==> config.mk <==
export PLATFORM = sky130hd
export DESIGN_NAME = lpe_top
export DESIGN_NICKNAME = d
export VERILOG_FILES = /design/src/design/lpe_pkg.sv /design/src/design/lpe_clk_div.sv /design/src/design/lpe_top.sv
export SDC_FILE = /design/constraint.sdc
export NUM_CORES = 1
export LEC_CHECK = 0
export ABC_AREA = 0
export BUFFER_PORTS_ARGS = -buffer_cell sky130_fd_sc_hd__buf_2
export CORE_ASPECT_RATIO = 0.8
export CORE_MARGIN = 2
export CORE_UTILIZATION = 58
export DETAILED_ROUTE_END_ITERATION = 10
export PLACE_DENSITY = 0.8
export SYNTH_ARGS = -nofsm -noshare
export SYNTH_HDL_FRONTEND = slang
export SYNTH_HIERARCHICAL = 1
export SYNTH_SLANG_ARGS = --single-unit
==> constraint.sdc <==
create_clock -name sys_clk_i -period 4.2 [get_ports sys_clk_i]
set_clock_uncertainty 0.2 [all_clocks]
set_input_delay 0.42 -clock sys_clk_i [delete_from_list [all_inputs] [get_ports sys_clk_i]]
set_output_delay 0.42 -clock sys_clk_i [all_outputs]
set_load 0.005 [all_outputs]
==> src/design/lpe_pkg.sv <==
// constants, types and helpers for the low power entry side-effect block
// Functional notes
// deep standby only when wait runs with both standby selects set
// software stops dma and transfer units before clock stop or standby
// bus clock halts high in standby modes, keeps running in sleep/clock stop
// bus clock output stop bit forces the bus clock pin high
// dac in module stop or standby keeps outputs and conversion current
// software clears dac enables first to cut analog current
// deep standby puts the dac output pin in high impedance
// software clears adc start before module stop to cut current
// software clears serial enables before module stop or standby
// transmit enable at 0 resets shift, holding and status registers
// serial pins follow port while stopped, drive high when cancelled
// character in transmission at low power entry is undetermined
// character in reception at low power entry is dropped as invalid
// side effects apply at the wait transition, not at bit writes
package lpe_pkg;

    localparam int unsigned BCLK_DIV = 2;
    localparam int unsigned BAUD_DIV = 16;
    localparam int unsigned DIV_W = 8;
    localparam int unsigned DAC_W = 8;
    localparam int unsigned SCI_W = 8;
    localparam logic [3:0] RX_LAST_BIT = 4'h8;
    localparam logic [3:0] TX_LAST_BIT = 4'h9;
    localparam logic [3:0] BIT_CNT_RST = 4'h0;

    typedef enum logic [4:0] {
        PM_RUN = 5'h01,
        PM_SLEEP = 5'h02,
        PM_ALLSTOP = 5'h04,
        PM_SWSTBY = 5'h08,
        PM_DEEP = 5'h10
    } lpe_pm_t;

    typedef enum logic [1:0] {
        SH_IDLE = 2'h1,
        SH_BUSY = 2'h2
    } lpe_sh_t;

    typedef struct packed {
        logic tx_interrupt_on;
        logic transmit_enable;
        logic rx_on;
        logic tx_end_irq_on;
    } lpe_sci_ctrl_t;

    typedef struct packed {
        logic tx_empty;
        logic tx_end;
        logic rx_full;
        logic frame_err;
    } lpe_sci_stat_t;

    localparam lpe_sci_stat_t SCI_STAT_RST = '{
        tx_empty: 1'b1, tx_end: 1'b1, rx_full: 1'b0, frame_err: 1'b0};

    typedef struct packed {
        logic dac_output_enable_1;
        logic dac_output_enable_0;
        logic dac_joint_enable;
    } lpe_dac_ctrl_t;

    // mode chosen by a wait instruction
    function automatic lpe_pm_t lpe_wait_target(input logic standby_select,
                                                input logic deep_standby_select,
                                                input logic allstop);
        if (standby_select && deep_standby_select) begin
            return PM_DEEP;
        end else if (standby_select) begin
            return PM_SWSTBY;
        end else if (allstop) begin
            return PM_ALLSTOP;
        end
        return PM_SLEEP;
    endfunction : lpe_wait_target

    function automatic logic lpe_is_standby(input lpe_pm_t pm);
        return (pm == PM_SWSTBY) || (pm == PM_DEEP);
    endfunction : lpe_is_standby

endpackage : lpe_pkg

==> src/design/lpe_clk_div.sv <==
// enable-pulse divider for the bus clock and the serial bit rate
`timescale 1ns/1ps
module lpe_clk_div
    import lpe_pkg::*;
#(
    parameter int unsigned DIV = 2
) (
    input wire logic sys_clk_i,
    input wire logic rst_i,
    input wire logic run_i,
    output logic tick_o
);

    localparam logic [DIV_W-1:0] LAST = DIV_W'(DIV - 1);

    logic [DIV_W-1:0] cnt_r;
    logic [DIV_W-1:0] cnt_nxt;
    logic tick_nxt;

    // counter restarts when halted so the first tick is a full period away
    always_comb begin
        cnt_nxt = '0;
        tick_nxt = 1'b0;
        if (run_i) begin
            if (cnt_r == LAST) begin
                tick_nxt = 1'b1;
            end else begin
                cnt_nxt = cnt_r + 1'b1;
            end
        end
    end

    always_ff @(posedge sys_clk_i) begin
        if (rst_i) begin
            cnt_r <= '0;
            tick_o <= 1'b0;
        end else begin
            cnt_r <= cnt_nxt;
            tick_o <= tick_nxt;
        end
    end

endmodule : lpe_clk_div

==> src/design/lpe_top.sv <==
// low power mode sequencer with bus clock, converter and serial effects
`timescale 1ns/1ps
module lpe_top
    import lpe_pkg::*;
(
    input wire logic sys_clk_i,
    input wire logic rst_i,
    input wire logic wait_exec_i,
    input wire logic wake_i,
    input wire logic standby_select_i,
    input wire logic deep_standby_select_i,
    input wire logic all_module_stop_select_i,
    input wire logic ext_bus_enable_i,
    input wire logic bus_clock_output_stop_i,
    input wire lpe_dac_ctrl_t dac_ctrl_i,
    input wire logic dac_module_stop_i,
    input wire logic [DAC_W-1:0] dac_data_0_i,
    input wire logic [DAC_W-1:0] dac_data_1_i,
    input wire logic adc_conversion_start_i,
    input wire logic adc_module_stop_i,
    input wire lpe_sci_ctrl_t sci_ctrl_i,
    input wire logic sci_module_stop_i,
    input wire logic [SCI_W-1:0] tx_data_i,
    input wire logic tx_write_i,
    input wire logic rx_read_i,
    input wire logic rxd_i,
    input wire logic port_txd_level_i,
    output lpe_pm_t mode_o,
    output logic external_bus_clock_o,
    output logic [DAC_W-1:0] dac_out_0_o,
    output logic [DAC_W-1:0] dac_out_1_o,
    output logic dac_oe_0_o,
    output logic dac_oe_1_o,
    output logic dac_analog_current_o,
    output logic adc_analog_current_o,
    output logic txd_o,
    output logic [SCI_W-1:0] rx_data_o,
    output logic rx_valid_o,
    output lpe_sci_stat_t serial_status_o
);

    ////////////////////////////////////////////////////////////////////////
    // power mode

    lpe_pm_t pm_r;
    lpe_pm_t pm_nxt;
    logic lp_entry;

    // the control bits are only sampled here, at the wait itself
    always_comb begin
        pm_nxt = pm_r;
        lp_entry = 1'b0;
        case (pm_r)
            PM_RUN: begin
                if (wait_exec_i) begin
                    lp_entry = 1'b1;
                    pm_nxt = lpe_wait_target(standby_select_i,
                        deep_standby_select_i, all_module_stop_select_i);
                end
            end
            PM_SLEEP, PM_ALLSTOP, PM_SWSTBY, PM_DEEP: begin
                if (wake_i) begin
                    pm_nxt = PM_RUN;
                end
            end
            default: begin
                pm_nxt = PM_RUN;
            end
        endcase
    end

    always_ff @(posedge sys_clk_i) begin
        if (rst_i) begin
            pm_r <= PM_RUN;
        end else begin
            pm_r <= pm_nxt;
        end
    end

    assign mode_o = pm_r;

    ////////////////////////////////////////////////////////////////////////
    // external bus clock

    logic bclk_run;
    logic bclk_tick;
    logic bclk_r;
    logic bclk_nxt;

    assign bclk_run = ext_bus_enable_i && !bus_clock_output_stop_i &&
        !lpe_is_standby(pm_r);

    lpe_clk_div #(.DIV(BCLK_DIV)) u_bclk_div (
        .sys_clk_i(sys_clk_i),
        .rst_i(rst_i),
        .run_i(bclk_run),
        .tick_o(bclk_tick)
    );

    // parked high rather than low so the pin idles at its stop level
    always_comb begin
        bclk_nxt = bclk_r;
        if (!bclk_run) begin
            bclk_nxt = 1'b1;
        end else if (bclk_tick) begin
            bclk_nxt = !bclk_r;
        end
    end

    always_ff @(posedge sys_clk_i) begin
        if (rst_i) begin
            bclk_r <= 1'b1;
        end else begin
            bclk_r <= bclk_nxt;
        end
    end

    assign external_bus_clock_o = bclk_r;

    ////////////////////////////////////////////////////////////////////////
    // converters

    logic dac_frozen;
    logic [DAC_W-1:0] dac_0_nxt;
    logic [DAC_W-1:0] dac_1_nxt;
    logic dac_oe_0_nxt;
    logic dac_oe_1_nxt;
    logic dac_cur_nxt;
    logic adc_cur_nxt;
    logic dac_any;

    assign dac_frozen = dac_module_stop_i || (pm_r != PM_RUN &&
        pm_r != PM_SLEEP);
    assign dac_any = dac_ctrl_i.dac_output_enable_0 ||
        dac_ctrl_i.dac_output_enable_1 || dac_ctrl_i.dac_joint_enable;

    always_comb begin
        dac_0_nxt = dac_out_0_o;
        dac_1_nxt = dac_out_1_o;
        if (!dac_frozen) begin
            dac_0_nxt = dac_data_0_i;
            dac_1_nxt = dac_data_1_i;
        end
        // R5 holds the values above while frozen
        dac_oe_0_nxt = dac_ctrl_i.dac_output_enable_0 && pm_r != PM_DEEP;
        dac_oe_1_nxt = dac_ctrl_i.dac_output_enable_1 && pm_r != PM_DEEP;
        dac_cur_nxt = dac_any && pm_r != PM_DEEP;
        // current stays while start is set outside deep standby, module stop or not
        adc_cur_nxt = adc_conversion_start_i && pm_r != PM_DEEP;
    end

    always_ff @(posedge sys_clk_i) begin
        if (rst_i) begin
            dac_out_0_o <= '0;
            dac_out_1_o <= '0;
            dac_oe_0_o <= 1'b0;
            dac_oe_1_o <= 1'b0;
            dac_analog_current_o <= 1'b0;
            adc_analog_current_o <= 1'b0;
        end else begin
            dac_out_0_o <= dac_0_nxt;
            dac_out_1_o <= dac_1_nxt;
            dac_oe_0_o <= dac_oe_0_nxt;
            dac_oe_1_o <= dac_oe_1_nxt;
            dac_analog_current_o <= dac_cur_nxt;
            adc_analog_current_o <= adc_cur_nxt;
        end
    end

    ////////////////////////////////////////////////////////////////////////
    // serial unit

    logic sci_stop;
    logic baud_tick;
    lpe_sh_t tx_st_r;
    lpe_sh_t tx_st_nxt;
    lpe_sh_t rx_st_r;
    lpe_sh_t rx_st_nxt;
    logic [SCI_W+1:0] tx_shift_r;
    logic [SCI_W+1:0] tx_shift_nxt;
    logic [SCI_W-1:0] tx_hold_r;
    logic [SCI_W-1:0] tx_hold_nxt;
    logic [3:0] tx_cnt_r;
    logic [3:0] tx_cnt_nxt;
    logic [SCI_W-1:0] rx_shift_r;
    logic [SCI_W-1:0] rx_shift_nxt;
    logic [3:0] rx_cnt_r;
    logic [3:0] rx_cnt_nxt;
    lpe_sci_stat_t stat_r;
    lpe_sci_stat_t stat_nxt;
    logic [SCI_W-1:0] rx_data_nxt;
    logic rx_valid_nxt;
    logic txd_nxt;

    assign sci_stop = sci_module_stop_i || (pm_r != PM_RUN &&
        pm_r != PM_SLEEP);

    lpe_clk_div #(.DIV(BAUD_DIV)) u_baud_div (
        .sys_clk_i(sys_clk_i),
        .rst_i(rst_i),
        .run_i(!sci_stop),
        .tick_o(baud_tick)
    );

    always_comb begin
        tx_st_nxt = tx_st_r;
        tx_shift_nxt = tx_shift_r;
        tx_hold_nxt = tx_hold_r;
        tx_cnt_nxt = tx_cnt_r;
        rx_st_nxt = rx_st_r;
        rx_shift_nxt = rx_shift_r;
        rx_cnt_nxt = rx_cnt_r;
        stat_nxt = stat_r;
        rx_data_nxt = rx_data_o;
        rx_valid_nxt = 1'b0;
        if (rx_read_i) begin
            stat_nxt.rx_full = 1'b0;
        end
        if (tx_write_i && stat_r.tx_empty) begin
            tx_hold_nxt = tx_data_i;
            stat_nxt.tx_empty = 1'b0;
            stat_nxt.tx_end = 1'b0;
        end
        case (tx_st_r)
            SH_IDLE: begin
                if (!stat_r.tx_empty && !sci_stop) begin
                    tx_shift_nxt = {1'b1, tx_hold_r, 1'b0};
                    tx_cnt_nxt = BIT_CNT_RST;
                    stat_nxt.tx_empty = 1'b1;
                    tx_st_nxt = SH_BUSY;
                end
            end
            SH_BUSY: begin
                if (baud_tick) begin
                    tx_shift_nxt = {1'b1, tx_shift_r[SCI_W+1:1]};
                    tx_cnt_nxt = tx_cnt_r + 1'b1;
                    if (tx_cnt_r == TX_LAST_BIT) begin
                        tx_st_nxt = SH_IDLE;
                        stat_nxt.tx_end = stat_nxt.tx_empty;
                    end
                end
            end
            default: begin
                tx_st_nxt = SH_IDLE;
            end
        endcase
        case (rx_st_r)
            SH_IDLE: begin
                if (baud_tick && sci_ctrl_i.rx_on && !rxd_i) begin
                    rx_cnt_nxt = BIT_CNT_RST;
                    rx_st_nxt = SH_BUSY;
                end
            end
            SH_BUSY: begin
                if (baud_tick) begin
                    rx_cnt_nxt = rx_cnt_r + 1'b1;
                    if (rx_cnt_r == RX_LAST_BIT) begin
                        rx_st_nxt = SH_IDLE;
                        if (rxd_i) begin
                            rx_data_nxt = rx_shift_r;
                            rx_valid_nxt = 1'b1;
                            stat_nxt.rx_full = 1'b1;
                        end else begin
                            stat_nxt.frame_err = 1'b1;
                        end
                    end else begin
                        rx_shift_nxt = {rxd_i, rx_shift_r[SCI_W-1:1]};
                    end
                end
            end
            default: begin
                rx_st_nxt = SH_IDLE;
            end
        endcase
        // partial character abandoned, its value is not kept
        if (lp_entry) begin
            tx_st_nxt = SH_IDLE;
            rx_st_nxt = SH_IDLE;
            rx_valid_nxt = 1'b0;
            rx_data_nxt = rx_data_o;
            stat_nxt.rx_full = stat_r.rx_full && !rx_read_i;
            stat_nxt.frame_err = stat_r.frame_err;
        end
        if (!sci_ctrl_i.transmit_enable) begin
            tx_st_nxt = SH_IDLE;
            tx_shift_nxt = '1;
            tx_hold_nxt = '0;
            stat_nxt = SCI_STAT_RST;
        end
        // stopped: port owns the pin; on cancel the idle line is high
        if (sci_stop) begin
            txd_nxt = port_txd_level_i;
        end else if (tx_st_nxt == SH_BUSY) begin
            txd_nxt = tx_shift_nxt[0];
        end else begin
            txd_nxt = 1'b1;
        end
    end

    always_ff @(posedge sys_clk_i) begin
        if (rst_i) begin
            tx_st_r <= SH_IDLE;
            rx_st_r <= SH_IDLE;
            tx_shift_r <= '1;
            tx_hold_r <= '0;
            tx_cnt_r <= BIT_CNT_RST;
            rx_shift_r <= '0;
            rx_cnt_r <= BIT_CNT_RST;
            stat_r <= SCI_STAT_RST;
            rx_data_o <= '0;
            rx_valid_o <= 1'b0;
            txd_o <= 1'b1;
        end else begin
            tx_st_r <= tx_st_nxt;
            rx_st_r <= rx_st_nxt;
            tx_shift_r <= tx_shift_nxt;
            tx_hold_r <= tx_hold_nxt;
            tx_cnt_r <= tx_cnt_nxt;
            rx_shift_r <= rx_shift_nxt;
            rx_cnt_r <= rx_cnt_nxt;
            stat_r <= stat_nxt;
            rx_data_o <= rx_data_nxt;
            rx_valid_o <= rx_valid_nxt;
            txd_o <= txd_nxt;
        end
    end

    assign serial_status_o = stat_r;

endmodule : lpe_top

**Yosys cells after proc, flatten, opt, wreduce, memory -nomap -nowiden**

Index checks and enable logic that the tools add are counted.

- Output and inout port bits: 40
- Register bits: 96
- Bits of input ports: 48

- Bitwise logic cells: 7
- Equality and inequality tests: 24
- Add/sub/neg operators: 4
- Muxes and demuxes: 52
- Reductions and logical operators: 42

Operators with widths:

| cell | count |
|---|---|
| $mux W5 | 6 |
| $mux W2 | 13 |
| $mux W1 | 21 |
| $mux W10 | 2 |
| $pmux W10 S2 | 1 |
| $add A8 B1 Y8 const B | 2 |
| $mux W4 | 4 |
| $pmux W4 S2 | 2 |
| $logic_and A1 B1 Y1 | 13 |
| $reduce_and A3 Y1 | 4 |
| $ne A2 B2 Y1 const B | 5 |
| $pmux W5 S2 | 1 |
| $reduce_and A5 Y1 | 2 |
| $add A4 B1 Y4 const B | 2 |
| $eq A4 B4 Y1 const B | 2 |
| $eq A8 B1 Y1 const B | 1 |
| $eq A8 B4 Y1 const B | 1 |
| $pmux W2 S2 | 2 |
| $reduce_or A2 Y1 | 4 |
| $logic_not A1 Y1 | 7 |
| $not A1 Y1 | 7 |
| $eq A2 B2 Y1 const B | 3 |
| $reduce_or A3 Y1 | 2 |
| $eq A5 B1 Y1 const B | 1 |
| other kinds (14) | 21 |

**Logic depth before layout (Yosys ltp)**

- Depth after elaboration: 12
- Gate-level depth with buffers: 8
- Depth with buffers taken out: 6

**Modules after synthesis**

The synthesis kept the hierarchy.

By module, submodules not included:

| module | sequential area each (um^2) | area each (um^2) | instances | cells each |
|---|---|---|---|---|
| lpe_top | 1561.5 | 3373.2 | 1 | 391 |
| lpe_clk_div (u_bclk_div) | 180.2 | 376.6 | 1 | 41 |
| lpe_clk_div (u_baud_div) | 180.2 | 369.1 | 1 | 41 |

**Worst setup path before layout**

OpenSTA, ideal clock, no wires.

- Kind: register to register
- Start: register pm_r[4] (netlist: mode_o[4])
- End: register tx_cnt_r[3]
- Data arrival time: 1937 ps
- Library setup time: 70 ps
- Slack: 1993 ps
- Stages on the path, launching flop included: 7
- Cells stage by stage: dfxtp_1 > buf_6 > or3_4 > buf_6 > o41a_4 > or4_1 > a21oi_1

- Word-level cells in the longest chain between the ends: 7
- Elaborated cells on any way between the ends: 8
- Those cells by class: eq/ne: 3; reduce/logical: 5

RTL lines:

| element | line | text |
|---|---|---|
| from (decl) | lpe_top.sv:45 | `lpe_pm_t pm_r;` |
| from (signal assigned) | lpe_top.sv:76 | `pm_r <= pm_nxt;` |
| $ne A5 B1 Y1 / $ne A5 B2 Y1 (equally long branches) | lpe_top.sv:195, lpe_top.sv:196 |  |
| $logic_and A1 B1 Y1 * | lpe_top.sv:195 | `assign sci_stop = sci_module_stop_i \|\| (pm_r != PM_RUN &&` |
| $logic_or A1 B1 Y1 * | lpe_top.sv:195 |  |
| $logic_not A1 Y1 * | lpe_top.sv:226 | `if (!stat_r.tx_empty && !sci_stop) begin` |
| $logic_and A1 B1 Y1 * | lpe_top.sv:226 |  |
| $ne A2 B2 Y1 (no source line) * | - |  |
| $reduce_and A3 Y1 (no source line) * | - |  |
| to (signal assigned) | lpe_top.sv:318 | `tx_cnt_r <= tx_cnt_nxt;` |
| to (decl) | lpe_top.sv:183 | `logic [3:0] tx_cnt_r;` |

Every way passes the cells marked *; elsewhere a longest branch is shown, timed or not.
A chain may end at the register's enable or synchronous reset.

**Final worst setup path**

- Start: register tx_st_r[1]
- End: register tx_shift_r[8]

- Word-level cells in the longest chain between the ends: 3
- Elaborated cells on any way between the ends: 7
- Those cells by class: eq/ne: 4; mux: 1; reduce/logical: 2

RTL lines:

| element | line | text |
|---|---|---|
| from (decl) | lpe_top.sv:175 | `lpe_sh_t tx_st_r;` |
| from (signal assigned) | lpe_top.sv:314 | `tx_st_r <= tx_st_nxt;` |
| $eq A2 B2 Y1 / $eq A2 B1 Y1 (equally long branches) | lpe_top.sv:224 | `case (tx_st_r)` |
| $ne A2 B1 Y1 (no source line) (tied with other cells) | - |  |
| $reduce_and A3 Y1 (no source line) | - |  |
| to (signal assigned) | lpe_top.sv:316 | `tx_shift_r <= tx_shift_nxt;` |
| to (decl) | lpe_top.sv:179 | `logic [SCI_W+1:0] tx_shift_r;` |

Parallel ways exist; a longest one is shown, timed or not.

==> reports/qor.csv <==
metric;value;unit
post_drt_wl_per_cell;13.48;µm
max-vdd-ir-drop;0.0002568;V
synth-edff-count;0;
antenna_left;0;
crit_fanout;8;
power_switching;0.4450;mW
path_buf_inv;1;
grt_antenna_before_repair;0;
grt_usage;22.61;%
drt_iter0_drc;265;
cp-start-kind;flop;
crit_type;reg -> reg;
synthesis.nets;530;
io_buffers;84;
path_cells;inv_1 > ha_1 > or3b_2 > nor3_1 > a221oi_1 > mux2i_1;
layout_common_cells;dfxtp_1 (96), buf_2 (84), nand2_1 (72);
cts_resized;0;
cts_setup_buffers;0;
yosys_warnings;6;
viasPerCell;5.592;
drv_slew;0;
arrival;2.66;ns
wirelength;8628;µm
sw_frac_of_total;25.44;%
cpPeakStageDelay;0.72;ns
share_seq_of_total_power;55.2;%
status;finished, final reports clean;
fin_setup_tns;0;ns
first_global_vias;3220;
io_pins;88;
dieArea;7796;µm²
worst_hold_path_type;in -> reg;
layout-drive-gt1-share;20.61;%
finalNetCount;605;
fp.coreArea;6892;µm²
path_clk_slew;0.09;ns
cts_tree;yes;
end_kind;flop;
gp_congestion;0.8274;
maxCapViolations;0;
synth-seq-cells;96;
rsz0062_at_grt;false;
postLayoutCellArea;4752;µm²
h-tree-depth;3;
whs_path_depth;2;
setup_viol;0;
slowest_stage;nor3_1;
synth-async-reset-ratio;0;%
worst_slew_pin_slew;0.9216;ns
clock_power_share;33.4;%
pre_cts_ws;1.639;ns
final_common_cell;dfxtp_1;
syn2layout_area_growth;15.37;%
cp.depth;6;
reg2reg_depth;6;
timing.fmax;0.3895;GHz
postPlaceCellArea;4563;µm²
hpwl;6187;µm
clock_path_buffers;2;
synth_cell_types;57;
min_period;2.568;ns
die_w;98.22;µm
avgSynthCellArea;8.708;µm²
hold_buffers;0;
max_slew_margin;38.09;%
grt_first_pass_wirelength;14250;µm
gr-total-overflow;0;
powerDensity;368.1;nW/µm²
p_leak;1.995;nW
num_vias;3579;
start_util;59.77;%
grt_max_degree;54;
diodes;0;
setup_slack;1.632;ns
synth_area;4119;µm²
fin_crit_sh;61.13;%
syn_inst;473;
synth_flop_cell;dfxtp_1;
cts-buffers-inserted;9;
dr.pass1.iters;4;
internal_power;1.304;mW
combPwrFrac;11.4;%
cts.sinks;96;
cp_top_family;simple AND/OR/NAND/NOR gates;
worstPathRequired;4.30;ns
drc;0;
die_h;79.38;µm
clk_latency;0.36;ns
root_buffer;clkbuf_8;
yosysSeqAreaShare;46.66;%
rows;27;
hold_violations;0;
flip-flops by register name, summed over array words and instances (netlist names), 2 cells and up:
signal            count
tx_hold_r             8
serial_status_o       4
rx_shift_r            8
dac_out_1_o           8
rx_cnt_r              4
tx_st_r               2
rx_st_r               2
tx_cnt_r              4
mode_o                5
rx_data_o             8
tx_shift_r           10
u_baud_div/cnt_r      8
dac_out_0_o           8
u_bclk_div/cnt_r      8
per-layer routing:
layer	track usage, %	routed length (µm)	vias to the layer above
met5	0	0	-
met3	6.918	567	8
li1	-	-	1814
met2	36.92	3813	99
met4	6.438	98	0
met1	29.27	4149	1658
through the flow:
stage	std cells	total power, mW	utilization [%]	hold WS (ns)
floorplan	473	1.114	-	0.2288
global placement	624	1.178	66.21	0.2381
detailed placement	624	1.185	66.21	0.2437
CTS	640	1.766	68.95	0.04765
global route	640	1.829	68.95	0.04195
finish	640	1.749	68.95	0.06291
area by class of cell:
| class | count | area [µm²] |
|---|---|---|
| clock buffer | 12 | 135.1 |
| clock inverter | 4 | 53.80 |
| fill | 574 | 2140 |
| inverter | 15 | 56.30 |
| multi-input combinational | 339 | 2033 |
| sequential | 96 | 1922 |
| tap | 87 | 108.9 |
| timing repair buffer | 87 | 442.9 |
cells by family (layout without fill, tap and decap cells):
logic type	count (synthesis)	after routing	synth area share, %
AO/OA/AOI/OAI	104	104	16.49
XOR/XNOR	11	11	2.339
adder cells (fa/ha/maj)	9	9	2.734
buffers and inverters	38	118	3.979
flip-flops	96	96	46.66
multiplexers	17	17	4.131
AND/OR/NAND/NOR	198	198	23.66
synthesized netlist by cell type (5+ instances only):
cell type / n / area share (%)
and2_1: 7 / 1.1
dfxtp_1: 96 / 47
clkbuf_1: 15 / 1.4
a21oi_1: 50 / 6.1
inv_1: 15 / 1.4
nor4_1: 6 / 0.91
mux2i_1: 17 / 4.1
a221oi_1: 9 / 1.9
nand2_1: 72 / 6.6
buf_2: 5 / 0.61
nor2b_1: 8 / 1.2
nand2b_1: 5 / 0.76
or3_1: 12 / 1.8
xor2_1: 7 / 1.5
o21ai_0: 15 / 1.8
nand3_1: 16 / 1.9
nor3_1: 12 / 1.5
nand4_1: 5 / 0.76
ha_1: 9 / 2.7
nor2_1: 36 / 3.3
final timing paths:
kind / slack (ns) / to / start
worst max register to register: 1.63 / tx_shift_r[8] / tx_st_r[1]
worst min-delay path: 0.06 / adc_analog_current_o / adc_conversion_start_i
worst min register to register: 0.26 / dac_out_0_o[3] / dac_out_0_o[3]
worst max-delay path: 1.63 / tx_shift_r[8] / tx_st_r[1]
power groups by stage:
stage / Sequential [mW] / Clock, mW / Combinational, mW
CTS: 0.964 / 0.602 / 0.200
floorplan: 0.979 / 0 / 0.135
detailed placement: 0.986 / 0 / 0.199
finish: 0.965 / 0.585 / 0.200
global placement: 0.984 / 0 / 0.193
global route: 0.969 / 0.636 / 0.225
Power figures use the tool's default switching activity.
